<file path="src/include/irb_pkg.sv">
// Constants and host port map of the infrared bezel scan block
package irb_pkg;
  localparam int ROW_COUNT = 22;
  localparam int COL_COUNT = 11;
  localparam int RAM_BYTES = 8;
  localparam int COL_BASE = 24;
  localparam logic [1:0] SEL_COMMAND = 2'h0;
  localparam logic [1:0] SEL_DATA = 2'h1;
  localparam logic [1:0] SEL_EMITTER = 2'h2;
  localparam logic [7:0] CMD_READ_RAM = 8'h60;
  localparam logic [7:0] CMD_CLEAR_IRQ = 8'he0;
  localparam logic [7:0] EMIT_OFF = 8'h00;
  localparam logic [7:0] EMIT_ON = 8'h01;
  localparam int PANEL_IRQ_LINE = 4;
  localparam logic EMIT_RST = 1'b1;
  localparam logic [63:0] RAM_RST = 64'h0000_0007_ff3f_ffff;
  localparam logic [2:0] PTR_RST = 3'h0;
  localparam logic [2:0] PTR_LAST = 3'h7;
  localparam logic [7:0] IRQ_REG_RST = 8'h00;
  localparam logic [10:0] COL_ALL_DARK = 11'h7ff;
  localparam logic [21:0] ROW_ALL_DARK = 22'h3fffff;
endpackage : irb_pkg

</file>
<file path="src/verilog/irb_bezel_scan.sv">
// Panel scan controller: sensor RAM, host command and data port, emitter latch
`timescale 1ns/10ps
`default_nettype none
module irb_bezel_scan
  import irb_pkg::*;
(
  input wire logic mclk,
  input wire logic reset,
  input wire logic [21:0] row_beam,
  input wire logic [10:0] col_beam,
  input wire logic host_wr,
  input wire logic host_rd,
  input wire logic [1:0] host_sel,
  input wire logic [7:0] host_wdata,
  output logic [7:0] host_rdata,
  output logic host_rvalid,
  output logic emitter_disable_n,
  output logic panel_irq_request,
  input wire logic [7:0] other_irq,
  output logic [7:0] irq_request_reg
);

  function automatic logic [7:0] byte_of(input logic [63:0] vec, input logic [2:0] idx);
    byte_of = vec[{idx, 3'h0} +: 8];
  endfunction : byte_of

  logic [63:0] ram_vec;
  logic [63:0] next_ram_vec;
  logic [10:0] col_bits;
  logic [21:0] row_bits;
  logic [2:0] rd_ptr;
  logic [7:0] rd_byte;
  logic [7:0] irq_lines;
  logic cmd_wr;
  logic emit_wr;
  logic data_rd;
  logic read_cmd;
  logic clear_cmd;
  logic sensor_change;

  assign cmd_wr = host_wr && (host_sel == SEL_COMMAND);
  assign emit_wr = host_wr && (host_sel == SEL_EMITTER);
  assign data_rd = host_rd && (host_sel == SEL_DATA);
  assign read_cmd = cmd_wr && (host_wdata == CMD_READ_RAM);
  assign clear_cmd = cmd_wr && (host_wdata == CMD_CLEAR_IRQ);

  // Dark emitters mean no beam at all, so force ones rather than trust stray light
  genvar gi;
  generate
    for (gi = 0; gi < COL_COUNT; gi++) begin : g_col
      assign col_bits[gi] = !emitter_disable_n || !col_beam[gi];
    end
    for (gi = 0; gi < ROW_COUNT; gi++) begin : g_row
      assign row_bits[gi] = !emitter_disable_n || !row_beam[gi];
    end
  endgenerate

  assign next_ram_vec = {29'h0, col_bits, 2'h0, row_bits};
  assign sensor_change = (next_ram_vec != ram_vec);
  assign rd_byte = byte_of(ram_vec, rd_ptr);

  // Emitter latch; other codes are ignored
  always_ff @(posedge mclk or posedge reset) begin
    if (reset) begin
      emitter_disable_n <= EMIT_RST;
    end else if (emit_wr && (host_wdata == EMIT_OFF)) begin
      emitter_disable_n <= 1'b0;
    end else if (emit_wr && (host_wdata == EMIT_ON)) begin
      emitter_disable_n <= 1'b1;
    end
  end

  // Sensor RAM refreshed every clock; inputs assumed already debounced
  always_ff @(posedge mclk or posedge reset) begin
    if (reset) begin
      ram_vec <= RAM_RST;
    end else begin
      ram_vec <= next_ram_vec;
    end
  end

  // Sticky interrupt; a change in the clear cycle wins
  always_ff @(posedge mclk or posedge reset) begin
    if (reset) begin
      panel_irq_request <= 1'b0;
    end else if (sensor_change) begin
      panel_irq_request <= 1'b1;
    end else if (clear_cmd) begin
      panel_irq_request <= 1'b0;
    end
  end

  // Read pointer wraps after byte 7 so extra reads restart the RAM
  always_ff @(posedge mclk or posedge reset) begin
    if (reset) begin
      rd_ptr <= PTR_RST;
    end else if (read_cmd) begin
      rd_ptr <= PTR_RST;
    end else if (data_rd) begin
      rd_ptr <= rd_ptr + 3'h1;
    end
  end

  always_ff @(posedge mclk or posedge reset) begin
    if (reset) begin
      host_rdata <= 8'h00;
      host_rvalid <= 1'b0;
    end else begin
      host_rvalid <= host_rd;
      if (data_rd) begin
        host_rdata <= rd_byte;
      end else if (host_rd && (host_sel == SEL_EMITTER)) begin
        host_rdata <= {7'h0, emitter_disable_n};
      end else if (host_rd) begin
        host_rdata <= 8'h00;
      end
    end
  end

  always_comb begin
    irq_lines = other_irq;
    irq_lines[PANEL_IRQ_LINE] = panel_irq_request;
  end

  irb_irq_request_reg u_master_irq_controller (
    .mclk(mclk),
    .reset(reset),
    .irq_in(irq_lines),
    .request_reg(irq_request_reg)
  );
endmodule : irb_bezel_scan
`default_nettype wire

</file>
<file path="src/verilog/irb_irq_request_reg.sv">
// Request register of the master interrupt controller
`timescale 1ns/10ps
`default_nettype none
module irb_irq_request_reg
  import irb_pkg::*;
(
  input wire logic mclk,
  input wire logic reset,
  input wire logic [7:0] irq_in,
  output logic [7:0] request_reg
);
  // Captures the request lines every clock, one cycle of latency
  always_ff @(posedge mclk or posedge reset) begin
    if (reset) begin
      request_reg <= IRQ_REG_RST;
    end else begin
      request_reg <= irq_in;
    end
  end
endmodule : irb_irq_request_reg
`default_nettype wire

</file>
<file path="config.mk">
export PLATFORM = sky130hd
export DESIGN_NAME = irb_bezel_scan
export DESIGN_NICKNAME = d
export VERILOG_FILES = /design/src/include/irb_pkg.sv /design/src/verilog/irb_bezel_scan.sv /design/src/verilog/irb_irq_request_reg.sv
export SDC_FILE = /design/constraint.sdc
export NUM_CORES = 1
export LEC_CHECK = 0
export BUFFER_PORTS_ARGS = -buffer_cell sky130_fd_sc_hd__buf_2
export CAP_MARGIN = 0
export CORE_UTILIZATION = 45
export CTS_CLUSTER_DIAMETER = 50
export DETAILED_ROUTE_END_ITERATION = 6
export HOLD_SLACK_MARGIN = 0.03
export PLACE_DENSITY = 0.78
export RECOVER_POWER = 100
export SLEW_MARGIN = 10
export SYNTH_ARGS = -nofsm -noshare
export SYNTH_HDL_FRONTEND = slang
export SYNTH_SLANG_ARGS = --single-unit
</file>
<file path="constraint.sdc">
create_clock -name mclk -period 4 [get_ports mclk]
set_clock_uncertainty 0.15 [all_clocks]
set_input_delay 0.6 -clock mclk [delete_from_list [all_inputs] [get_ports mclk]]
set_output_delay 0.6 -clock mclk [all_outputs]
set_load 0.02 [all_outputs]
</file>
**Yosys cells after proc, flatten, opt, wreduce, memory -nomap -nowiden**

Index checks and enable logic that the tools add are counted.

- Register bits: 55

- Add/sub/neg operators: 1
- Equal/unequal tests: 6
- Shift-type cells: 1
- Multiplexer cells: 9
- Reductions and logical operators: 81

Operator list:

| cell | number |
|---|---|
| 64-bit by 7-bit variable part select with 8-bit output | 1 |
| 1-bit zero test | 34 |
| 1-bit logical OR | 33 |
| 33-bit != test | 1 |
| 8-bit two-way mux | 3 |
| 8-bit by 1-bit equality test with 1-bit output (second input constant) | 1 |
| 8-bit by 7-bit equality test with 1-bit output (second input constant) | 1 |
| 8-bit equality test (second input constant) | 1 |
| 1-bit logical AND | 8 |
| 8-bit zero test | 1 |
| 3-bit two-way mux | 2 |
| 2-bit nonzero test | 3 |
| 1-bit two-way mux | 4 |
| 3-bit by 1-bit adder with 3-bit output (second input constant) | 1 |
| 3-bit nonzero test | 1 |
| 2-bit by 1-bit equality test with 1-bit output (second input constant) | 1 |
| 2-bit equality test (second input constant) | 1 |
| 2-bit zero test | 1 |

**Logic depth before layout (Yosys ltp)**

Gate-level depths: netlist of run 1.

- Word-level depth: 5
- Depth in mapped cells: 7
- Mapped depth without buffers: 5

**Hierarchy**

A second synthesis of run 1 with hierarchy kept.

- Cells, all modules: 264
- Area total of the unflattened synthesis: 2,810.2 µm²

By module, submodules not included:

| module | times used | cells an instance | area an instance (µm²) | sequential area each (µm²) |
|---|---|---|---|---|
| irb_bezel_scan | 1 | 255 | 2,606.2 | 1,218.7 |
| irb_irq_request_reg | 1 | 9 | 203.9 | 200.2 |

**Worst setup path after synthesis of run 1**

Ideal clock, no wire load.

- Path type: input to register
- Start: input host_wdata[1]
- End: register emitter_disable_n
- Library setup time: 0.082 ns
- Data arrival time: 1.613 ns
- Setup slack: 2.154 ns
- Stages on the path: 4
- Path through: nor4_1 > nand2_1 > nor4_1 > mux2_2

- Longest elaborated chain between the ends: 3
- Elaborated cells on any way between the ends: 6

Ends and longest elaborated chain:

| item | line | RTL |
|---|---|---|
| start, declared | irb_bezel_scan.sv:14 | `input wire logic [7:0] host_wdata,` |
| 8-bit by 1-bit equality test with 1-bit output / 8-bit zero test (equally long branches) | irb_bezel_scan.sv:68, irb_bezel_scan.sv:66 |  |
| 1-bit logical AND, on equally long branches | irb_bezel_scan.sv:68, irb_bezel_scan.sv:66 |  |
| 2-bit nonzero test (no source line) / 1-bit two-way mux (equally long branches) | - |  |
| end signal, assigned | irb_bezel_scan.sv:65 | `emitter_disable_n <= EMIT_RST;` |
| end signal, assigned | irb_bezel_scan.sv:67 | `emitter_disable_n <= 1'b0;` |
| end signal, assigned | irb_bezel_scan.sv:69 | `emitter_disable_n <= 1'b1;` |
| end, declared | irb_bezel_scan.sv:17 | `output logic emitter_disable_n,` |

Parallel ways exist; a longest one is shown, timed or not.
A chain may end at the register's enable or synchronous reset.

**Final worst setup path of run 1**

- Start: register emitter_disable_n
- End: register panel_irq_request

- Longest elaborated chain between the ends: 4
- Elaborated cells on any way between the ends: 37

Ends and longest elaborated chain:

| item | line | RTL |
|---|---|---|
| 1-bit zero test * | irb_bezel_scan.sv:51, irb_bezel_scan.sv:54 |  |
| 1-bit logical OR, on equally long branches | irb_bezel_scan.sv:54, irb_bezel_scan.sv:51 |  |
| 33-bit != test * | irb_bezel_scan.sv:59 | `assign sensor_change = (next_ram_vec != ram_vec);` |
| 1-bit two-way mux / 2-bit nonzero test (equally long branches) | - |  |
| end signal, assigned | irb_bezel_scan.sv:85 | `panel_irq_request <= 1'b0;` |
| end signal, assigned | irb_bezel_scan.sv:87 | `panel_irq_request <= 1'b1;` |
| end signal, assigned | irb_bezel_scan.sv:89 | `panel_irq_request <= 1'b0;` |
| end, declared | irb_bezel_scan.sv:18 | `output logic panel_irq_request,` |

Every way passes the cells marked *; elsewhere a longest branch is shown, timed or not.

==> results by group, run 1 <==
Setup path
  • CP max FO: 47
  • Critical Path RT: around 4000 ps
  • Startpoint types: register
  • R2r setup slk: between 1000 and 1500 ps
  • Worst Setup End Kind: register
  • Critical path class: reg2reg
  • Critical Path Start: emitter_disable_n
  • Worst path arrival time: 2970 ps
  • Reg2reg start: emitter_disable_n

Floorplanning
  • Core area: 5960 sq um
  • DIE WIDTH: 80.9 um
  • Die height: 80.9 um
  • Starting Density: 47.0%
  • Die footprint: 6540 sq um
  • Ports: 74
  • Cell Rows: 28

Drt
  • DRC violations left: 0
  • Vias/cell: 5.59
  • Pre-Repair DR Iteration Count: 4
  • Antenna Nets Post-Route: 0
  • Wire per inst: 15.4 um
  • Routed WL: 6270 um
  • Via count: between 2,000 and 2,500
  • DRT iter0 DRCs: 109

Cells and area
  • Filler instances: between 500 and 600
  • Nets: 388
  • Final std cells w/o fill: 408
  • Largest register FFs: 33
  • Area Growth Syn to Fin: 17.7%
  • Commonest non-fill, non-tap cells in the layout: buf_2, nand2_1, o21ai_0, dfstp_2
  • Post-route cell area: roughly 3300 sq um
  • Most common cell after layout, fill and taps aside: buf_2
  • Fraction of layout cells with a size suffix above 1: 30.0%
  • Antenna diode count: 0

STA
  • Final Hold Fails: 0
  • Crit share post-route: approximately three quarters
  • Slew headroom: less than 1%
  • Fmax: 339 MHz
  • Fin Setup TNS: 0 ps
  • # setup viols final: 0
  • Final min period: 2950 ps
  • Slew Viols, Final: 0
  • RSZ-0062 raised after global routing: false
  • Final WS setup: between 1000 and 1500 ps
  • Measured slew at the worst slew-check pin: 1490 ps

CTS
  • Worst-path clk slew: roughly 100 ps
  • CTS Sinks: 55
  • CTS tree: built
  • CTS H-tree depth: 2
  • Clk Latency, worst-skew pair: 310 ps
  • Clock buffer count from CTS: 5
  • Hold buffer count at cts: 0
  • Clk buf depth: 2
  • CTS-repair resized insts: 0
  • Clk root buf: clkbuf_8
  • Postcts setup bufs: 0

Placed design
  • Detailed Place HPWL: 4650 um
  • Placed Cells: 400
  • Place WS: about 1500 ps
  • IO Port Bufs: 72
  • Placed cell area: approximately 3200 sq um
  • Routability Congestion: 0.766

Logic synthesis
  • Synth Area in Compound Gates: about 13%
  • Synth top area cells: dfstp_2, dfrtp_1, o21ai_0, nand2_1, mux4_2
  • Sequential-to-total area share from yosys stat: between 50% and 60%
  • Post-synth design cell area: 2800 sq um
  • Flops & latches, synth: 55
  • Post-Synth XOR/XNOR Area: 5.95%
  • Primary FF master, synth: dfstp_2
  • Syn Nets: 317
  • Asr flop ratio synth: 100%
  • Synth area leader: dfstp_2
  • Distinct cells, synth: 43
  • Synth Area in Simple Gates: 21.0%
  • Cells after Synth: between 200 and 300
  • Synth warn: 0
  • Yosys top cell area share: 31.9%
  • Mux cell area share after synthesis: ~6.3%
  • Largest family of logic cells by synthesized area: simple AND/OR/NAND/NOR gates
  • Post-synth EDFFs: 0
  • Syn_area_per_cell: 10.7 sq um
  • Synth Area in Adders: less than 1%

Min path
  • Tightest Hold Check Type: in2reg
  • HP Start: other_irq[2]

Pwr
  • Clock share of power: between 20% and 30%
  • Sequential power share: between 50% and 60%
  • Psw: approximately 360 uW
  • Leak: about 1.3 nW
  • Pint: about 890 uW
  • Gate power share: 17.5%
  • Worst vdd ir: ~190 uV
  • Pwr Density: about 380 nW/um^2
  • Sw Share: 28.9%

Global routing
  • Total grt overflow: 0
  • Vias in the first global route: 2,191
  • First-pass GRT wire length: 10,300 um
  • Overall routing resource usage: 20.9%
  • Initial antenna violation count: 0
  • Largest net degree at the start of global routing: 48

Status
  • Outcome: finished with violations
  • Failing checks: capacitance limit

Run
  • Max_cap viols: 1
-- worst max-delay path, cell delays in order (launching register included) --
cell       delay [ps]
dfstp_1          1410
buf_4             420
o21ai_0           130
a2111oi_0         540
nand4_1           150
-- cells in the mapped netlist (2+ instances only) --
library cell and instances:
o32ai_1 2, o21ai_0 33, mux2i_1 3, nor4_1 2, a221o_1 2, nor4bb_1 6
inv_1 8, nand2b_1 8, buf_2 3, a222oi_1 2, xnor2_1 15, xor2_1 4
a32oi_1 7, a2111oi_0 2, nand3b_1 3, dfrtp_1 21, nor3b_1 6, nand4b_1 2
nand3_1 12, mux4_2 6, nor2_1 7, nand4bb_1 5, nand2_1 42, clkbuf_1 5
dfstp_2 34, nor2b_1 4
-- layer usage --
metal	up-vias	wire (um)	global-route usage (%)
met5	-	0	0
met4	0	106	8.75
met3	10	409	4.27
met2	71	2990	33.9
met1	1105	2760	27.0
li1	1094	-	-
-- cell type report --
| class | instances | area, sq um | share of cell area (%) |
|---|---|---|---|
| Timing Repair Buffer | 74 | 347 | 10.5 |
| Tap cell | 75 | 93.8 | 2.85 |
| Clock inverter | 3 | 38.8 | 1.18 |
| Clock buffer | 5 | 68.8 | 2.09 |
| Inverter | 8 | 30.0 | 0.912 |
| Sequential cell | 55 | 1420 | 43.1 |
| Multi-Input combinational cell | 188 | 1300 | 39.4 |
-- worst paths after layout --
path / end / cells past startpoint
setup / recovery: panel_irq_request / 4
hold / removal: u_master_irq_controller.request_reg[2] / 1
setup reg to reg: panel_irq_request / 4
hold reg to reg: u_master_irq_controller.request_reg[4] / 0
max in group asynchronous: rd_ptr[2] / 3
min in group asynchronous: u_master_irq_controller.request_reg[6] / 2
-- kinds of logic (layout without fill, tap and decap cells) --
group,count (synthesis),count (layout)
adder cells (fa/ha/maj),1,1
multiplexers,10,10
AND/OR/NAND/NOR,104,104
buffers and inverters,18,90
XOR/XNOR,19,19
flip-flops,55,55
AO/OA/AOI/OAI,54,54
-- metrics by stage --
stage | total power [mW] | util [%] | hold WS [ps]
2_1_floorplan | 0.818 | - | 362
4_1_cts | 1.27 | 55.8 | 237
6_report | 1.25 | 55.3 | 240
3_3_place_gp | 0.903 | 54.0 | 280
5_1_grt | 1.32 | 55.3 | 230
3_5_place_dp | 0.913 | 54.0 | 269
-- power groups by stage --
stage          clock network, mW  registers (mW)  logic (mW)
2_1_floorplan                  0           0.661       0.157
3_3_place_gp                   0           0.685       0.219
3_5_place_dp                   0           0.687       0.226
4_1_cts                    0.368           0.677       0.227
5_1_grt                    0.388           0.687       0.243
6_report                   0.359           0.675       0.219
Power figures use the tool's default switching activity.
==> inputs of run 2 (changes only) <==
--- a/config.mk
+++ b/config.mk
@@ -11,7 +11,7 @@
 export CTS_CLUSTER_DIAMETER = 50
 export DETAILED_ROUTE_END_ITERATION = 6
 export HOLD_SLACK_MARGIN = 0.03
-export PLACE_DENSITY = 0.78
+export PLACE_DENSITY = 0.81
 export RECOVER_POWER = 100
 export SLEW_MARGIN = 10
 export SYNTH_ARGS = -nofsm -noshare
==> constraint.sdc (replaced) <==
create_clock -name mclk -period 2.7 [get_ports mclk]
set_clock_uncertainty 0.15 [all_clocks]
set_input_delay 0.405 -clock mclk [delete_from_list [all_inputs] [get_ports mclk]]
set_output_delay 0.405 -clock mclk [all_outputs]
set_load 0.02 [all_outputs]
==> run 2 against run 1 <==
The run now ends clean. Die area stayed put. Critical path depth is the same. Core utilization about the same. Critical endpoint unchanged. Largest cell class unchanged.
==> results by group, run 2 (same netlist as run 1, synthesis figures left out) <==
Pwr
  • Sw Share: 30.9% (was 28.9%)
  • Sequential power share: 55.2% (was 53.9%)
  • Pwr Density: 543 nW/um^2 (was 381 nW/um^2)
  • Clock share of power: 25.0% (was 28.6%)
  • Worst vdd ir: 243 uV (was 188 uV)
  • Pint: 1.24 mW (was 891 uW)
  • Gate power share: 19.8% (was 17.5%)
  • Psw: 552 uW (was 362 uW)
  • Leak: 1.29 nW (about the same)

Status
  • Outcome: finished clean (was finished with violations)

CTS
  • CTS Sinks: 55 (unchanged)
  • Clock buffer count from CTS: 5 (unchanged)
  • Worst-path clk slew: 100 ps (about the same)
  • Clk buf depth: 2 (unchanged)
  • CTS H-tree depth: 2 (unchanged)
  • Clk root buf: clkbuf_8 (unchanged)
  • CTS tree: built (unchanged)
  • CTS-repair resized insts: 0 (unchanged)
  • Clk Latency, worst-skew pair: 310 ps (about the same)
  • Postcts setup bufs: 0 (unchanged)

STA
  • Final Hold Fails: 0 (unchanged)
  • Fmax: 465 MHz (was 339 MHz)
  • Crit share post-route: 79.6% (was 73.6%)
  • Fin Setup TNS: 0 ps (unchanged)
  • Slew headroom: 6.01% (was 0.821%)
  • RSZ-0062 raised after global routing: false (unchanged)
  • # setup viols final: 0 (unchanged)
  • Measured slew at the worst slew-check pin: 1410 ps (was 1490 ps)
  • Final min period: 2150 ps (was 2950 ps)
  • Slew Viols, Final: 0 (unchanged)

Cells and area
  • Area Growth Syn to Fin: 17.8% (was 17.7%)
  • Post-route cell area: 3300 sq um (was 3290 sq um)
  • Most common cell after layout, fill and taps aside: buf_2 (unchanged)
  • Fraction of layout cells with a size suffix above 1: 30.0% (about the same)
  • Commonest non-fill, non-tap cells in the layout: buf_2, nand2_1, dfstp_2 (was buf_2, nand2_1, o21ai_0, dfstp_2)
  • Antenna diode count: 0 (unchanged)
  • Largest register FFs: 33 (unchanged)
  • Nets: 392 (was 388)

Global routing
  • Initial antenna violation count: 0 (unchanged)
  • Met3 usage: 4.04% (was 4.27%)
  • Overall routing resource usage: 21.2% (was 20.9%)
  • Largest net degree at the start of global routing: 39 (was 48)
  • Total grt overflow: 0 (unchanged)
  • Grt peak-use layer: met2 (unchanged)
  • M1 GR Usage: 27.7% (was 27.0%)
  • Vias in the first global route: 2,241 (was 2,191)
  • First-pass GRT wire length: 10,500 um (was 10,300 um)
  • GR met2 Demand/Resource: 35.6% (was 33.9%)

Run
  • Max_cap viols: 0 (was 1)

Floorplanning
  • Cell Rows: 28 (unchanged)
  • Starting Density: 47.0% (unchanged)
  • DIE WIDTH: 80.9 um (unchanged)
  • Die footprint: 6540 sq um (unchanged)
  • Core area: 5960 sq um (unchanged)
  • Ports: 74 (unchanged)
  • Die height: 80.9 um (unchanged)

Setup path
  • Worst Setup End Kind: register (unchanged)
  • R2R cell count: 4 (unchanged)
  • Worst path arrival time: 2180 ps (was 2970 ps)
  • Critical path class: reg2reg (unchanged)
  • R2r setup slk: 550 ps (was 1050 ps)
  • Startpoint types: register (unchanged)
  • CP max FO: 32 (was 47)
  • Critical Path RT: 2730 ps (was 4020 ps)

Placed design
  • IO Port Bufs: 72 (unchanged)
  • Detailed Place HPWL: 4950 um (was 4650 um)
  • Placed cell area: 3240 sq um (was 3210 sq um)
  • Routability Congestion: 0.827 (was 0.766)

Min path
  • Worst Hold Depth: 1 (unchanged)
  • Tightest Hold Check Type: in2reg (unchanged)

Drt
  • DRC violations left: 0 (unchanged)
  • Vias/cell: 5.66 (was 5.59)
  • Routed WL: 6500 um (was 6270 um)
  • Pre-Repair DR Iteration Count: 4 (unchanged)
  • DRT iter0 DRCs: 124 (was 109)
  • Antenna Nets Post-Route: 0 (unchanged)
  • Via count: 2,333 (was 2,280)
  • Wire per inst: 15.8 um (was 15.4 um)
[run 2: cell count changes in the layout (fill, tap and decap cells not counted)]
cell / delta
clkbuf_1: +3
buf_4: +1
bufinv_16: -1
clkinv_1: -1
clkinvlp_4: +1
dfstp_1: -1
dfstp_2: +1
dlygate4sd3_1: +1
mux2_1: +1
mux2_2: -1
[run 2: final timing paths]
| kind | from | endpoint |
|---|---|---|
| setup / recovery | emitter_disable_n | panel_irq_request |
| hold / removal | other_irq[1] | u_master_irq_controller.request_reg[1] |
| setup reg to reg | emitter_disable_n | panel_irq_request |
| hold reg to reg | panel_irq_request | u_master_irq_controller.request_reg[4] |
| max in group asynchronous | reset | ram_vec[20] |
| min in group asynchronous | reset | u_master_irq_controller.request_reg[2] |
[run 2: through the flow]
step | hold WS, ps | setup slack [ps] | util, % | instances | total power, mW
2_1_floorplan | 286 | 858 | - | 261 | 1.21
3_3_place_gp | 284 | 620 | 54.3 | 403 | 1.35
3_5_place_dp | 278 | 556 | 54.3 | 403 | 1.37
4_1_cts | 37.4 | 538 | 55.8 | 411 | 1.81
5_1_grt | 34.6 | 411 | 55.3 | 412 | 1.90
6_report | 43.0 | 552 | 55.3 | 412 | 1.79
[run 2: area by class of cell]
cell class,instances,area [sq um]
clock inverter,2,12.5
tap,75,93.8
multi-input combinational,188,1300
timing repair buffer,78,372
sequential,55,1420
inverter,8,30.0
fill,565,2660
clock buffer,6,72.6
[run 2: what timing repair did]
item / CTS / global route
hold endpoints to repair: 0 / 1
hold buffers: 0 / 1
setup endpoints to repair: 0 / 0
[run 2: worst max-delay path: stages, from the launching register on]
cell	delay, ps
dfstp_2	730
buf_4	350
o21ai_0	130
a2111oi_0	510
nand4_1	140
[run 2: metal layers]
metal  share of wire [%]  vias up
li1                    -     1102
met1                  44     1135
met2                  48       87
met3                 6.7        9
met4                 1.2        0
met5                   0        -
[run 2: power groups by stage]
stage / Sequential [mW] / Combinational, mW / Clock [mW]
global route: 1.00 / 0.394 / 0.499
detailed placement: 0.999 / 0.367 / 0
CTS: 0.985 / 0.369 / 0.460
global placement: 0.997 / 0.352 / 0
finish: 0.986 / 0.354 / 0.448
floorplan: 0.979 / 0.233 / 0
==> inputs of run 3 (changes only) <==
==> constraint.sdc (replaced) <==
create_clock -name mclk -period 1.9 [get_ports mclk]
set_clock_uncertainty 0.15 [all_clocks]
set_input_delay 0.285 -clock mclk [delete_from_list [all_inputs] [get_ports mclk]]
set_output_delay 0.285 -clock mclk [all_outputs]
set_load 0.02 [all_outputs]
==> run 3 against run 2 <==
The flow now finishes with violations (setup timing). Clock power increased by 43%. First-iteration DRC count grew 16%. Critical endpoint unchanged. Register-to-register slack lost 640 ps. Combinational power up 85%. Worst hold slack better by 76 ps. Setup slack lost 640 ps. Largest power group unchanged. Critical path type unchanged. Sequential power is 38% higher.
==> results by group, run 3 (same netlist as run 1, synthesis figures left out) <==
Cells and area
  • Final std cells w/o fill: 469 (was 412)
  • Largest register FFs: 33 (unchanged)
  • Post-route cell area: 3800 sq um (was 3300 sq um)
  • Antenna diode count: 0 (unchanged)
  • Most common cell after layout, fill and taps aside: buf_2 (unchanged)
  • Area Growth Syn to Fin: 36.0% (was 17.8%)
  • Nets: 449 (was 392)
  • Commonest non-fill, non-tap cells in the layout: buf_2, nand2_1, dlygate4sd3_1 (was buf_2, nand2_1, dfstp_2)
  • Fraction of layout cells with a size suffix above 1: 28.7% (was 30.0%)

Pwr
  • Psw: 818 uW (was 552 uW)
  • Pint: 1.84 mW (was 1.24 mW)
  • Worst vdd ir: 377 uV (was 243 uV)
  • Sequential power share: 51.3% (was 55.2%)
  • Sw Share: 30.8% (was 30.9%)
  • Gate power share: 24.6% (was 19.8%)
  • Total power: 2.66 mW (was 1.79 mW)
  • Clock share of power: 24.1% (was 25.0%)
  • Pwr Density: 699 nW/um^2 (was 543 nW/um^2)
  • Leak: 1.51 nW (was 1.29 nW)

Placed design
  • Detailed Place HPWL: 4900 um (was 4950 um)
  • Placed cell area: 3380 sq um (was 3240 sq um)
  • IO Port Bufs: 72 (unchanged)
  • Place WS: -81.1 ps (was 556 ps)
  • Routability Congestion: 0.839 (was 0.827)
  • Placed Cells: 420 (was 403)

CTS
  • Clock buffer count from CTS: 5 (unchanged)
  • Worst-path clk slew: 100 ps (about the same)
  • CTS Sinks: 55 (unchanged)
  • Clk Latency, worst-skew pair: 310 ps (about the same)
  • Clk root buf: clkbuf_8 (unchanged)
  • Clk buf depth: 2 (unchanged)
  • CTS H-tree depth: 2 (unchanged)
  • CTS tree: built (unchanged)

STA
  • Final min period: 1990 ps (was 2150 ps)
  • Final Hold Fails: 0 (unchanged)
  • Crit share post-route: 104% (was 79.6%)
  • Hold_ws: 119 ps (was 43.0 ps)
  • RSZ-0062 raised after global routing: true (was false)
  • Fmax: 504 MHz (was 465 MHz)
  • # setup viols final: 1 (was 0)
  • Slew headroom: 51.6% (was 6.01%)
  • Measured slew at the worst slew-check pin: 726 ps (was 1410 ps)
  • Final WS setup: -85.5 ps (was 552 ps)
  • Slew Viols, Final: 0 (unchanged)

Status
  • Failing checks: setup timing
  • Outcome: finished with violations (was finished clean)

Setup path
  • Worst path arrival time: 2010 ps (was 2180 ps)
  • Startpoint types: register (unchanged)
  • CP max FO: 2 (was 32)
  • Worst Setup End Kind: register (unchanged)
  • Critical path class: reg2reg (unchanged)
  • Critical Path RT: 1930 ps (was 2730 ps)

Global routing
  • Initial antenna violation count: 0 (unchanged)
  • Vias in the first global route: 2,439 (was 2,241)
  • Overall routing resource usage: 22.4% (was 21.2%)
  • Largest net degree at the start of global routing: 56 (was 39)
  • First-pass GRT wire length: 11,100 um (was 10,500 um)
  • Total grt overflow: 0 (unchanged)

Floorplanning
  • DIE WIDTH: 80.9 um (unchanged)
  • Die footprint: 6540 sq um (unchanged)
  • Die height: 80.9 um (unchanged)
  • Core area: 5960 sq um (unchanged)
  • Cell Rows: 28 (unchanged)
  • Starting Density: 47.0% (unchanged)
  • Ports: 74 (unchanged)

Min path
  • Tightest Hold Check Type: in2reg (unchanged)

Drt
  • DRC violations left: 0 (unchanged)
  • Antenna Nets Post-Route: 0 (unchanged)
  • Via count: 2,576 (was 2,333)
  • Pre-Repair DR Iteration Count: 4 (unchanged)
  • DRT iter0 DRCs: 144 (was 124)
  • Routed WL: 7000 um (was 6500 um)
  • Wire per inst: 14.9 um (was 15.8 um)
  • Vias/cell: 5.49 (was 5.66)

Run
  • Max_cap viols: 0 (unchanged)
-- run 3: cell types whose count changed in the layout (fill, tap and decap cells not counted), moves of 2 or more --
cell / delta
dlygate4sd3_1: +40
clkbuf_1: +6
buf_4: +8
a2111oi_0: -2
-- run 3: stage by stage --
| stage | setup TNS [ps] | utilization (%) |
|---|---|---|
| after global routing | -161 | 63.9 |
| after detailed placement | -81.1 | 56.7 |
| after CTS | -93.8 | 65.0 |
| final | -85.5 | 63.9 |
| after floorplan | 0 | - |
| after global placement | -23.9 | 56.7 |
-- run 3: path summary, 6_finish.rpt --
path                       slack [ps]              start                                     end  cells after the start
min                               120      host_wdata[0]                       emitter_disable_n                      2
max                               -90        ram_vec[28]                       panel_irq_request                      5
max in group asynchronous         560              reset                           host_rdata[6]                      4
max reg2reg                       -90        ram_vec[28]                       panel_irq_request                      5
min in group asynchronous         570              reset                               rd_ptr[1]                      4
min reg2reg                       310  panel_irq_request  u_master_irq_controller.request_reg[4]                      0
-- run 3: routing by layer --
layer | track usage, % | vias to the layer above | wire length (um)
li1 | - | 1221 | -
met1 | 27.9 | 1247 | 3060
met3 | 3.37 | 14 | 384
met2 | 39.9 | 94 | 3420
met5 | 0 | - | 0
met4 | 6.79 | 0 | 138
-- run 3: final cells by class --
class                      count  area (sq um)
tap                           75          93.8
clock buffer                   6          72.6
clock inverter                 2          12.5
sequential                    55          1420
fill                         539          2150
inverter                       8          30.0
multi-input combinational    188          1300
timing repair buffer         135           872
-- run 3: critical path, cell delays in order, from the launching register on --
cell and delay (ps):
dfstp_2 540, or2b_1 220, o32a_1 290, a222oi_1 320, and4_1 250, nand4_1 80
-- run 3: power groups by stage --
stage          Combinational [mW]  Clock (mW)  Sequential (mW)
6_report                    0.654       0.641             1.36
5_1_grt                     0.719       0.714             1.38
4_1_cts                     0.687       0.662             1.36
3_5_place_dp                0.617           0             1.38
3_3_place_gp                0.592           0             1.38
2_1_floorplan               0.331           0             1.39
-- run 3: repair_timing --
| action | 4_1_cts | 5_1_grt |
|---|---|---|
| setup buffers | 0 | 0 |
| hold buffers | 41 | 0 |
| setup endpoints to repair | 1 | 1 |
| endpoints found under the hold margin | 61 | 0 |
| gates resized for setup | 0 | 3 |
| pin swaps | 0 | 0 |
